[src/lfs_map.svh]
// Constants for the LED driver fault supervisor
`ifndef LFS_MAP_SVH
`define LFS_MAP_SVH
// ****************************************
// Sizes and encodings
// ****************************************
`define LFS_NCH            6
`define LFS_CLK_HZ         10000000
`define LFS_OPEN_TMO_US    800
// Cycles are the microseconds times the clock in whole MHz, with no round-up
`define LFS_OPEN_TMO_CYC   ((`LFS_OPEN_TMO_US * (`LFS_CLK_HZ / 1000000) + 0) )
`define LFS_PWM_FAULT_CYC  6
`define LFS_SCALE_FULL     2'h0
`define LFS_SCALE_75       2'h1
`define LFS_SCALE_50       2'h2
`define LFS_SCALE_25       2'h3
`define LFS_FSW_600K       1'h0
`define LFS_ST_FAULT_BIT   0
`define LFS_ST_THERM_BIT   1
`define LFS_ST_OVCUR_BIT   2
`define LFS_ST_ON_BIT      3
`define LFS_ST_ONE_BIT     4
`define LFS_ST_TWO_BIT     5
`endif

[src/lfs_pkg.sv]
// Types for the LED driver fault supervisor
package lfs_pkg;
  typedef enum logic [1:0] {LFS_OFF_S = 2'h0, LFS_RUN_S = 2'h1, LFS_HOT_S = 2'h3, LFS_DEAD_S = 2'h2} lfs_state_type;
  // Per-channel analog comparator indications
  typedef struct packed {
    logic [5:0] at_target;
    logic [5:0] below_target;
    logic [5:0] above_short;
  } lfs_chan_type;
  // Chip-level analog indications
  typedef struct packed {
    logic otp_low;
    logic otp_high;
    logic cooled;
    logic output_overvoltage_limit;
    logic sw_short;
    logic limit_collapse;
    logic in_overcur;
  } lfs_sense_type;
endpackage : lfs_pkg

[src/lfs_supervisor.sv]
// Fault supervisor logic for the six-channel LED driver
//
// Overview of operation
// (RULE1) While the lower thermal flag is high, every channel below target counts as open.
// (RULE2) A channel open during the lower thermal flag is disabled after 800 us.
// (RULE3) Each upper thermal trip stops boost switching and all current sources.
// (RULE4) Each restart after an upper trip steps DC current to 75, then 50, then 25 percent.
// (RULE5) Thermal cycles never leave the active state; only the enable pin does.
// (RULE6) A shorted channel below the short threshold stays on and others run normally.
// (RULE7) An open channel with infinite resistance is faulted out after 6 PWM cycles.
// (RULE8) A channel above the short threshold is switched off after 6 PWM cycles.
// (RULE9) On output overvoltage, channels below target fault out, regulation returns to others.
// (RULE10) A switch-node short or a sense collapse below 20 percent causes permanent shutdown.
// (RULE11) After power-up the LEDs stay off until the host turns them on over the bus.
// (RULE12) With both bus pins grounded at power-up the LEDs turn on by default.
// (RULE13) Without the bus the boost switching frequency is fixed at 600 kHz.
// (RULE14) A channel is good once at target and becomes open if its current later falls.
// (RULE15) The summary fault flag is the OR of all individual faults.
// (RULE16) The current step saturates at 25 percent and clears only on reset or disable.
`timescale 1ns/100ps
`include "lfs_map.svh"
module lfs_supervisor
  import lfs_pkg::*;
(
  input  wire logic          mclk,
  input  wire logic          rstn,
  input  wire logic          enable_pin,
  input  wire logic          sda_in,
  input  wire logic          scl_in,
  input  wire logic          host_bl_on,
  input  wire logic          host_fsw_sel,
  input  wire logic          pwm_cycle_end,
  input  wire lfs_chan_type  chan_in,
  input  wire lfs_sense_type sense_in,
  output logic               boost_run,
  output logic [5:0]         led_channel_n_on,
  output logic [1:0]         dc_scale,
  output logic               fsw_sel,
  output logic               bus_unused,
  output logic [5:0]         chan_fault,
  output logic [7:0]         status
);

  // ****************************************
  // Input synchronisers
  // ****************************************
  localparam int NI = 4 + 18 + 7;
  logic [NI-1:0] sync1_reg;
  logic [NI-1:0] sync2_reg;
  logic [NI-1:0] raw_in;
  assign raw_in = {enable_pin, sda_in, scl_in, pwm_cycle_end, chan_in, sense_in};

  // Two-flop synchroniser for all pin-level inputs
  always_ff @(posedge mclk or negedge rstn)
  begin
    if (!rstn)
    begin
      sync1_reg <= '0;
      sync2_reg <= '0;
    end
    else
    begin
      sync1_reg <= raw_in;
      sync2_reg <= sync1_reg;
    end
  end

  logic          en_s;
  logic          sda_s;
  logic          scl_s;
  logic          pwm_s;
  lfs_chan_type  ch_s;
  lfs_sense_type se_s;
  assign {en_s, sda_s, scl_s, pwm_s, ch_s, se_s} = sync2_reg;

  // ****************************************
  // Timing constants
  // ****************************************
  localparam logic [12:0] OPEN_TMO = 13'(`LFS_OPEN_TMO_CYC);
  localparam logic [2:0]  PWM_TMO  = 3'(`LFS_PWM_FAULT_CYC);

  // Saturating step of the current reduction
  function automatic logic [1:0] lfs_step(input logic [1:0] s);
    lfs_step = (s == `LFS_SCALE_25) ? `LFS_SCALE_25 : 2'(s + 2'h1);
  endfunction : lfs_step

  // ****************************************
  // State and registers
  // ****************************************
  lfs_state_type state_reg, state_next;
  logic [1:0]    scale_reg, scale_next;
  logic          strap_reg, strap_next;
  logic [1:0]    seen_reg, seen_next;
  logic          pwm_d_reg, pwm_d_next;
  logic          ovc_reg, ovc_next;
  logic [5:0]    good_reg, good_next;
  logic [5:0]    flt_reg, flt_next;
  logic [12:0]   otmo_reg [6];
  logic [12:0]   otmo_next [6];
  logic [2:0]    pcnt_reg [6];
  logic [2:0]    pcnt_next [6];
  logic          pwm_edge;
  logic [5:0]    open_now;
  logic [5:0]    hot_open;
  logic [2:0]    nflt;

  assign pwm_edge = pwm_s & ~pwm_d_reg;

  // Next-state computation
  always_comb
  begin
    state_next = state_reg;
    scale_next = scale_reg;
    strap_next = strap_reg;
    seen_next  = (seen_reg == 2'h3) ? 2'h3 : 2'(seen_reg + 2'h1);
    pwm_d_next = pwm_s;
    ovc_next   = ovc_reg | se_s.in_overcur;
    good_next  = good_reg;
    flt_next   = flt_reg;
    open_now   = '0;
    hot_open   = '0;
    for (int i = 0; i < 6; i++)
    begin
      otmo_next[i] = (state_reg == LFS_OFF_S) ? 13'h0 : otmo_reg[i]; // No count survives a disable
      pcnt_next[i] = (state_reg == LFS_OFF_S) ? 3'h0 : pcnt_reg[i];
    end
    // Strap caught once the pins have passed both flops
    if (seen_reg != 2'h3)
      strap_next = ~sda_s & ~scl_s; // RULE12
    case (state_reg)
      LFS_OFF_S:
      begin
        scale_next = `LFS_SCALE_FULL; // RULE16
        good_next  = '0;
        flt_next   = '0;
        ovc_next   = 1'h0;
        if (en_s && seen_reg == 2'h3)
          state_next = LFS_RUN_S;
      end
      LFS_RUN_S:
      begin
        if (se_s.sw_short || se_s.limit_collapse)
          state_next = LFS_DEAD_S; // RULE10
        else if (se_s.otp_high)
          state_next = LFS_HOT_S; // RULE3
        for (int i = 0; i < 6; i++)
        begin
          if (ch_s.at_target[i])
            good_next[i] = 1'h1; // RULE14
          open_now[i] = ch_s.below_target[i]
                        & (good_reg[i] | se_s.output_overvoltage_limit | se_s.otp_low); // RULE1 RULE9 RULE14
          hot_open[i] = ch_s.below_target[i] & se_s.otp_low;
          // Fast timeout while hot
          if (hot_open[i] && !flt_reg[i])
          begin
            if (otmo_reg[i] >= OPEN_TMO - 13'h1)
              flt_next[i] = 1'h1; // RULE2
            else
              otmo_next[i] = otmo_reg[i] + 13'h1;
          end
          else
            otmo_next[i] = '0;
          // PWM-cycle timeout for open or over-voltage channels
          if ((open_now[i] || ch_s.above_short[i] || (ch_s.below_target[i] && !good_reg[i])) && !flt_reg[i])
          begin
            if (pwm_edge)
            begin
              if (pcnt_reg[i] >= PWM_TMO - 3'h1)
                flt_next[i] = 1'h1; // RULE7 RULE8 RULE9
              else
                pcnt_next[i] = pcnt_reg[i] + 3'h1;
            end
          end
          else
            pcnt_next[i] = '0; // RULE6
        end
      end
      LFS_HOT_S:
      begin
        if (se_s.cooled && !se_s.otp_high)
        begin
          state_next = LFS_RUN_S;
          scale_next = lfs_step(scale_reg); // RULE4 RULE16
        end
      end
      default:
        state_next = LFS_DEAD_S;
    endcase
    // Only the enable pin leaves the active states
    if (!en_s)
      state_next = LFS_OFF_S; // RULE5
  end

  // Register update
  always_ff @(posedge mclk or negedge rstn)
  begin
    if (!rstn)
    begin
      state_reg <= LFS_OFF_S;
      scale_reg <= `LFS_SCALE_FULL;
      strap_reg <= 1'h0;
      seen_reg  <= 2'h0;
      pwm_d_reg <= 1'h0;
      ovc_reg   <= 1'h0;
      good_reg  <= '0;
      flt_reg   <= '0;
      for (int i = 0; i < 6; i++)
      begin
        otmo_reg[i] <= '0;
        pcnt_reg[i] <= '0;
      end
    end
    else
    begin
      state_reg <= state_next;
      scale_reg <= scale_next;
      strap_reg <= strap_next;
      seen_reg  <= seen_next;
      pwm_d_reg <= pwm_d_next;
      ovc_reg   <= ovc_next;
      good_reg  <= good_next;
      flt_reg   <= flt_next;
      for (int i = 0; i < 6; i++)
      begin
        otmo_reg[i] <= otmo_next[i];
        pcnt_reg[i] <= pcnt_next[i];
      end
    end
  end

  // ****************************************
  // Outputs
  // ****************************************
  logic lit;
  assign lit = (state_reg == LFS_RUN_S) & (strap_reg | host_bl_on); // RULE11 RULE12

  // Count of shut channels
  always_comb
  begin
    nflt = '0;
    for (int i = 0; i < 6; i++)
      nflt = nflt + {2'h0, flt_reg[i]};
  end

  // Output registers
  always_ff @(posedge mclk or negedge rstn)
  begin
    if (!rstn)
    begin
      boost_run        <= 1'h0;
      led_channel_n_on <= '0;
      dc_scale         <= `LFS_SCALE_FULL;
      fsw_sel          <= `LFS_FSW_600K;
      bus_unused       <= 1'h0;
      chan_fault       <= '0;
      status           <= '0;
    end
    else
    begin
      boost_run        <= lit; // RULE3
      led_channel_n_on <= lit ? ~flt_reg : 6'h00; // RULE3 RULE6
      dc_scale         <= scale_reg;
      fsw_sel          <= strap_reg ? `LFS_FSW_600K : host_fsw_sel; // RULE13
      bus_unused       <= strap_reg;
      chan_fault       <= flt_reg;
      status           <= 8'h00;
      status[`LFS_ST_THERM_BIT] <= (state_reg == LFS_HOT_S);
      status[`LFS_ST_OVCUR_BIT] <= ovc_reg;
      status[`LFS_ST_ON_BIT]    <= lit;
      status[`LFS_ST_ONE_BIT]   <= (nflt == 3'h1);
      status[`LFS_ST_TWO_BIT]   <= (nflt >= 3'h2);
      status[`LFS_ST_FAULT_BIT] <= (|flt_reg) | ovc_reg | (state_reg == LFS_HOT_S)
                                   | (state_reg == LFS_DEAD_S); // RULE15
    end
  end

  // ****************************************
  // Assertions
  // ****************************************
  property p_hot_dark;
    @(posedge mclk) disable iff (!rstn) (state_reg == LFS_HOT_S) |=> !boost_run && led_channel_n_on == 6'h00;
  endproperty
  a_hot_dark: assert property (p_hot_dark) else $error("outputs on during thermal trip"); // RULE3

  property p_step;
    @(posedge mclk) disable iff (!rstn)
      (state_reg == LFS_HOT_S && state_next == LFS_RUN_S && scale_reg != `LFS_SCALE_25)
      |=> scale_reg == $past(scale_reg) + 2'h1;
  endproperty
  a_step: assert property (p_step) else $error("current step wrong"); // RULE4

  property p_sat;
    @(posedge mclk) disable iff (!rstn) (scale_reg == `LFS_SCALE_25 && en_s) |=> scale_reg == `LFS_SCALE_25;
  endproperty
  a_sat: assert property (p_sat) else $error("step left saturation"); // RULE16

  property p_active;
    @(posedge mclk) disable iff (!rstn) (state_reg != LFS_OFF_S && en_s) |=> state_reg != LFS_OFF_S;
  endproperty
  a_active: assert property (p_active) else $error("left active state"); // RULE5

  property p_dead;
    @(posedge mclk) disable iff (!rstn) (state_reg == LFS_DEAD_S && en_s) |=> state_reg == LFS_DEAD_S;
  endproperty
  a_dead: assert property (p_dead) else $error("shutdown not permanent"); // RULE10

  property p_short_fast;
    @(posedge mclk) disable iff (!rstn)
      (state_reg == LFS_RUN_S && en_s && (se_s.sw_short || se_s.limit_collapse)) |=> state_reg == LFS_DEAD_S;
  endproperty
  a_short_fast: assert property (p_short_fast) else $error("short not caught"); // RULE10

  property p_fault_or;
    @(posedge mclk) disable iff (!rstn) (|chan_fault) |-> status[`LFS_ST_FAULT_BIT];
  endproperty
  a_fault_or: assert property (p_fault_or) else $error("summary flag missing"); // RULE15

  property p_fsw;
    @(posedge mclk) disable iff (!rstn) bus_unused |-> fsw_sel == `LFS_FSW_600K;
  endproperty
  a_fsw: assert property (p_fsw) else $error("frequency not fixed"); // RULE13

  property p_off_default;
    @(posedge mclk) disable iff (!rstn) (!strap_reg && !host_bl_on) |=> led_channel_n_on == 6'h00;
  endproperty
  a_off_default: assert property (p_off_default) else $error("LEDs on without host"); // RULE11

  property p_tmo;
    @(posedge mclk) disable iff (!rstn) (otmo_reg[0] == OPEN_TMO - 13'h1 && hot_open[0] && state_reg == LFS_RUN_S && en_s)
      |=> flt_reg[0];
  endproperty
  a_tmo: assert property (p_tmo) else $error("hot timeout missed"); // RULE2

endmodule : lfs_supervisor

[config.mk]
export PLATFORM = sky130hd
export DESIGN_NAME = lfs_supervisor
export DESIGN_NICKNAME = d
export VERILOG_FILES = /design/src/lfs_pkg.sv /design/src/lfs_supervisor.sv
export VERILOG_INCLUDE_DIRS = /design/src
export SDC_FILE = /design/constraint.sdc
export NUM_CORES = 1
export LEC_CHECK = 0
export ABC_AREA = 1
export BUFFER_PORTS_ARGS = -buffer_cell sky130_fd_sc_hd__buf_2
export CORE_MARGIN = 5
export CORE_UTILIZATION = 55
export CTS_CLUSTER_DIAMETER = 80
export CTS_CLUSTER_SIZE = 30
export DETAILED_ROUTE_END_ITERATION = 8
export GPL_ROUTABILITY_DRIVEN = 0
export PLACE_DENSITY = 0.85
export SLEW_MARGIN = 10
export SYNTH_ARGS = -nofsm -noshare
export SYNTH_HDL_FRONTEND = slang
export SYNTH_SLANG_ARGS = --single-unit
export TNS_END_PERCENT = 50
[constraint.sdc]
create_clock -name mclk -period 2.5 [get_ports mclk]
set_input_delay 0.5 -clock mclk [delete_from_list [all_inputs] [get_ports mclk]]
set_output_delay 0.5 -clock mclk [all_outputs]
set_load 0.005 [all_outputs]
# Word-level counts from Yosys, hierarchy flattened
# Cells that the tools add are included.
[totals] reg_bits=198 inputBits=33 output_inout_bits=25 elab_cells=272
[op_classes] addsub=19 magnitude_cmp=13 eq_ne=17 muxes=95 bitwise=36 n_reduce_logical=58
[ops] op="$mux 13" n=18
[ops] op="$add 13x1->13 const B" n=6
[ops] op="$ge 13x13->1 const B" n=6
[ops] op="$mux 78" n=1
[ops] op="$mux 3" n=24
[ops] op="$mux 1" n=38
[ops] op="$pmux 6 s2" n=2
[ops] op="$logic_and 1x1->1" n=20
[ops] op="$add 3x1->3 const B" n=6
[ops] op="$ge 3x3->1 const B" n=6
[ops] op="$mux 18" n=1
[ops] op="$or 1x1->1" n=17
[ops] op="$mux 2" n=8
[ops] op="$ne 2x2->1 const B" n=8
[ops] op="$and 1x1->1" n=15
[ops] op="$reduce_and 2->1" n=7
[ops] op="$logic_not 1->1" n=13
[ops] op="$logic_or 1x1->1" n=13
[ops] op="$add 3x1->3" n=3
[ops] op="$eq 2x2->1 const B" n=4
[ops] op="$mux 6" n=1
[ops] op="$not 6->6" n=1
[ops] op="$pmux 2 s3" n=1
[ops] op="$reduce_or 6->1" n=1
[ops] op="14 further kinds" n=18

# Depth between registers and ports, before layout
[depth] ltp_word=8 mapped_depth=10 depth_no_buf=10

# Worst setup path after synthesis
# OpenSTA, ideal clock, no wires.
[synth_path] path_type="flip-flop to flip-flop" startpoint="register flt_reg[0]" endpoint="register status[4]" setup_time_ps=71 arrival_time_ps=2453 t_required_ps=2429 setup_slack_ps=-25 path_stages_with_launch=9 path_buffers=0 period_less_slack_ps=2525 cell_sequence="dfrtp_1 -> fa_1 -> inv_1 -> fa_1 -> inv_1 -> ha_1 -> fa_1 -> or2_2 -> nor2_1"
[synth_between] elab_chain_cells=6
[synth_rtl] item="start: declaration" line_no="lfs_supervisor.sv:97" rtl="logic [5:0] flt_reg, flt_next;"
[synth_rtl] item="start signal: assignment" line_no="lfs_supervisor.sv:222" rtl="flt_reg <= flt_next;"
[synth_rtl] item="$add 1x1->2" line_no="lfs_supervisor.sv:242" rtl="nflt = nflt + {2'h0, flt_reg[i]};"
[synth_rtl] item="$add 2x1->3" line_no="lfs_supervisor.sv:242"
[synth_rtl] item="$add 3x1->3 (3 in series)" line_no="lfs_supervisor.sv:242"
[synth_rtl] item="$eq 3x1->1" line_no="lfs_supervisor.sv:270" rtl="status[`LFS_ST_ONE_BIT] <= (nflt == 3'h1);"
[synth_rtl] item="end signal: indexed assignment" line_no="lfs_supervisor.sv:270"
[synth_rtl] item="end signal: indexed assignment" line_no="lfs_supervisor.sv:271" rtl="status[`LFS_ST_TWO_BIT] <= (nflt >= 3'h2);"
[synth_rtl] item="end signal: indexed assignment" line_no="lfs_supervisor.sv:272" rtl="status[`LFS_ST_FAULT_BIT] <= (|flt_reg) | ovc_reg | (state_reg == LFS_HOT_S)"
[synth_rtl] item="end: declaration" line_no="lfs_supervisor.sv:41" rtl="output logic [7:0] status"
# Every way passes these cells.
# A chain may end at the register's enable or synchronous reset.

# Final worst setup path
[layout_path] startpoint="register flt_reg[3]" endpoint="register status[4]"
[layout_between] elab_chain_cells=4
[layout_rtl] item="$add 3x1->3 (3 in series)" line_no="lfs_supervisor.sv:242"
[layout_rtl] item="$eq 3x1->1" line_no="lfs_supervisor.sv:270"
# Every way passes these cells.

==> results.toml <==
[logic_synthesis]
synth_cell_types = 40
syn_area_um2 = 9370
synth-warning-count = 0
seq_area_frac_synth = 0.473
netlist_instances = 1186
synth.avg_cell_area_um2 = 7.90
ys_seq_elements = 177

[die]
start_util = 0.563
coreArea_um2 = 16600
die_width_um = 141
dieArea_um2 = 19700
pin_count = 58
dieHeight_um = 141
rows = 47

[global_route]
use_met3 = 0.0450
grt.overflow.total = 0
grt.busiest_layer = "met2"
grt_max_degree = 90
antenna_found_initial = 0
grt_use_met2 = 0.385
grt_pass1_wl_um = 35800
grt_util_met1 = 0.274
grt_pass1_vias = 7651
grt_use_total = 0.219

[clocking]
root_buffer = "clkbuf_16"
cts_tree = "built"
clk_pin_slew_ns = 0.07
clock-sinks = 177
clockBufferDepth = 2
cts_hold_buffers = 0
ctsHtreeMaxLevel = 4
insertion_delay_ns = 0.43
cts_buffers = 17

[routing]
drtPass1Iterations = 5
drt_iter0_drc = 630
vias = 7950
antenna_left = 0
routed_wl_um = 21000
wl_per_cell_um = 14.4
viasPerCell = 5.43
drcViolationCount = 0

[layout]
layout-drive-gt1-share = 0.113
area_growth_pct = 11.7
largest_reg_flops = 78
antennaDiodeCount = 0
nFillCells = 1355
final_nets = 1292
ff_latch_area_um2 = 4430
final_core_util = 0.629
multi_input_area_um2 = 4360

[critical_path]
rr_endpoint = "status[4]$_DFF_PN0_"
path_max_fanout = 2
rrSetupSlack_ns = -0.02
reg2reg_depth = 8
start_kind = "register"
cp.arrival_ns = 2.89
cp.required_ns = 2.86
critical_path_class = "register to register"
reg2reg_from = "flt_reg[3]$_DFFE_PN0P_"
critPathCaptureType = "register"

[timing]
hold_slack_ns = 0.0707
fmax_mhz = 396
drv_slew = 0
fin_crit_sh = 1.01
rsz0062_at_grt = "yes"
skew_ns = 0.0102
finalWorstSetupSlack_ns = -0.0224
slew_headroom = 0.312
max_slew.worst_pin.slew_ns = 1.03
final.min_clock_period_ns = 2.52
setup_viol_count_final = 1
finalHoldViolations = 0

[outcome]
outcome = "finished, violations left"
violations = "negative setup slack"

[power_and_ir_drop]
powerDensity_nw_per_um2 = 986
ir_drop_mv = 0.706
p_leak_nw = 5.25

[placed_design]
dpl.hpwl_um = 13400
portBuffers = 48

[job]
drv_cap = 0

[worst_hold_path]
hold_class = "input port to asynchronous set/reset pin"
## synth_stat cells (all sizes together)
library cell	n	area [µm²]
a211oi	1	7.51
a21boi	11	82.6
a21oi	54	270
a22oi	1	7.51
a31oi	5	31.3
buf	18	128
clkbuf	19	71.3
conb	1	3.75
dfrtp	177	4430
fa	3	60.1
ha	24	300
inv	107	402
mux2	1	11.3
nand2	329	1280
nand3	125	696
nand3b	10	75.1
nand4	15	93.8
nor2	183	724
nor3	8	40.0
nor4	2	12.5
o211a	1	10.0
o211ai	1	7.51
o21a	1	7.51
o21ai	36	180
o21bai	2	15.0
o22ai	5	31.3
or2	7	43.8
xnor2	9	78.8
xor2	30	263
## cells in the final DEF, fill, tap and decap left out, drive strengths merged
| cell | n |
|---|---|
| nand2 | 329 |
| nor2 | 183 |
| dfrtp | 177 |
| nand3 | 125 |
| inv | 112 |
| buf | 63 |
| a21oi | 54 |
| o21ai | 36 |
| xor2 | 30 |
| ha | 24 |
| clkbuf | 19 |
| nand4 | 15 |
| a21boi | 11 |
| nand3b | 10 |
| xnor2 | 9 |
| nor3 | 8 |
| or2 | 7 |
| o22ai | 5 |
| a31oi | 5 |
| clkinvlp | 5 |
| fa | 3 |
| nor4 | 2 |
| o21bai | 2 |
| conb | 2 |
| bufinv | 2 |
| o211ai | 1 |
| a211oi | 1 |
| o21a | 1 |
| o211a | 1 |
| a22oi | 1 |
| mux2 | 1 |
| clkinv | 1 |
## worst max path at each step
| stage | startpoint | endpoint | slack [ns] |
|---|---|---|---|
| final | flt_reg[3]$_DFFE_PN0P_ | status[4]$_DFF_PN0_ | -0.02 |
| after global placement | flt_reg[1]$_DFFE_PN0P_ | status[4]$_DFF_PN0_ | 0.02 |
| after floorplan | flt_reg[1]$_DFFE_PN0P_ | status[4]$_DFF_PN0_ | 0.02 |
| after CTS | flt_reg[3]$_DFFE_PN0P_ | status[4]$_DFF_PN0_ | -0.02 |
| after detailed placement | flt_reg[1]$_DFFE_PN0P_ | status[4]$_DFF_PN0_ | -0.05 |
| after global routing | flt_reg[3]$_DFFE_PN0P_ | status[4]$_DFF_PN0_ | -0.06 |
## cells by family (layout without fill, tap and decap cells)
| logic type | count (synthesis) | after routing | share of synthesized area |
|---|---|---|---|
| compound gates | 118 | 118 | 0.0695 |
| mux | 1 | 1 | 0.00120 |
| buf+inv | 144 | 202 | 0.0641 |
| simple gates | 679 | 679 | 0.317 |
| other cells | 1 | 2 | 0.000400 |
| xor+xnor | 39 | 39 | 0.0365 |
| fa+ha+maj | 27 | 27 | 0.0385 |
| flops | 177 | 177 | 0.473 |
## where the power goes
part	switching [mW]	leakage (nW)	internal [mW]
clock network	1.18	0.269	1.49
logic	2.46	2.69	1.30
registers	0.508	2.29	3.38
total	4.14	5.25	6.17
## worst max-delay path, cell delays in order, from the launching register on
cell     delay, ns
dfrtp_1       0.40
fa_1          0.55
inv_1         0.05
fa_1          0.48
inv_1         0.05
ha_2          0.17
fa_1          0.43
or2_4         0.24
nor2_1        0.08
## cell type report
class                      instances  share of cell area
tap                              220              0.0263
timing repair buffer              63              0.0391
sequential                       177               0.423
multi-input combinational        866               0.417
inverter                         107              0.0384
clock inverter                    13              0.0146
clock buffer                      19              0.0414
## repair_timing
item / 4_1_cts / 5_1_grt
gates resized for setup: 1 / 0
pin swaps: 2 / 0
setup endpoints to repair: 2 / 2
setup buffers: 1 / 0
## per-layer routing
layer | up-vias | wire, µm
met4 | 0 | 315
met1 | 3830 | 8800
met2 | 214 | 10900
met5 | - | 0
li1 | 3873 | -
met3 | 33 | 1010
## through the flow
stage / std cells / TNS (ns) / setup WS [ns] / power (mW) / instance area, µm²
finish: 1465 / -0.0224 / -0.0224 / 10.3 / 10500
global route: 1465 / -0.0726 / -0.0551 / 11.1 / 10500
CTS: 1465 / -0.0207 / -0.0207 / 10.3 / 10500
detailed placement: 1432 / -0.0749 / -0.0495 / 7.59 / 9860
global placement: 1432 / 0 / 0.0216 / 7.42 / 9860
floorplan: 1187 / 0 / 0.0215 / 6.57 / 9370
Power figures use the tool's default switching activity.
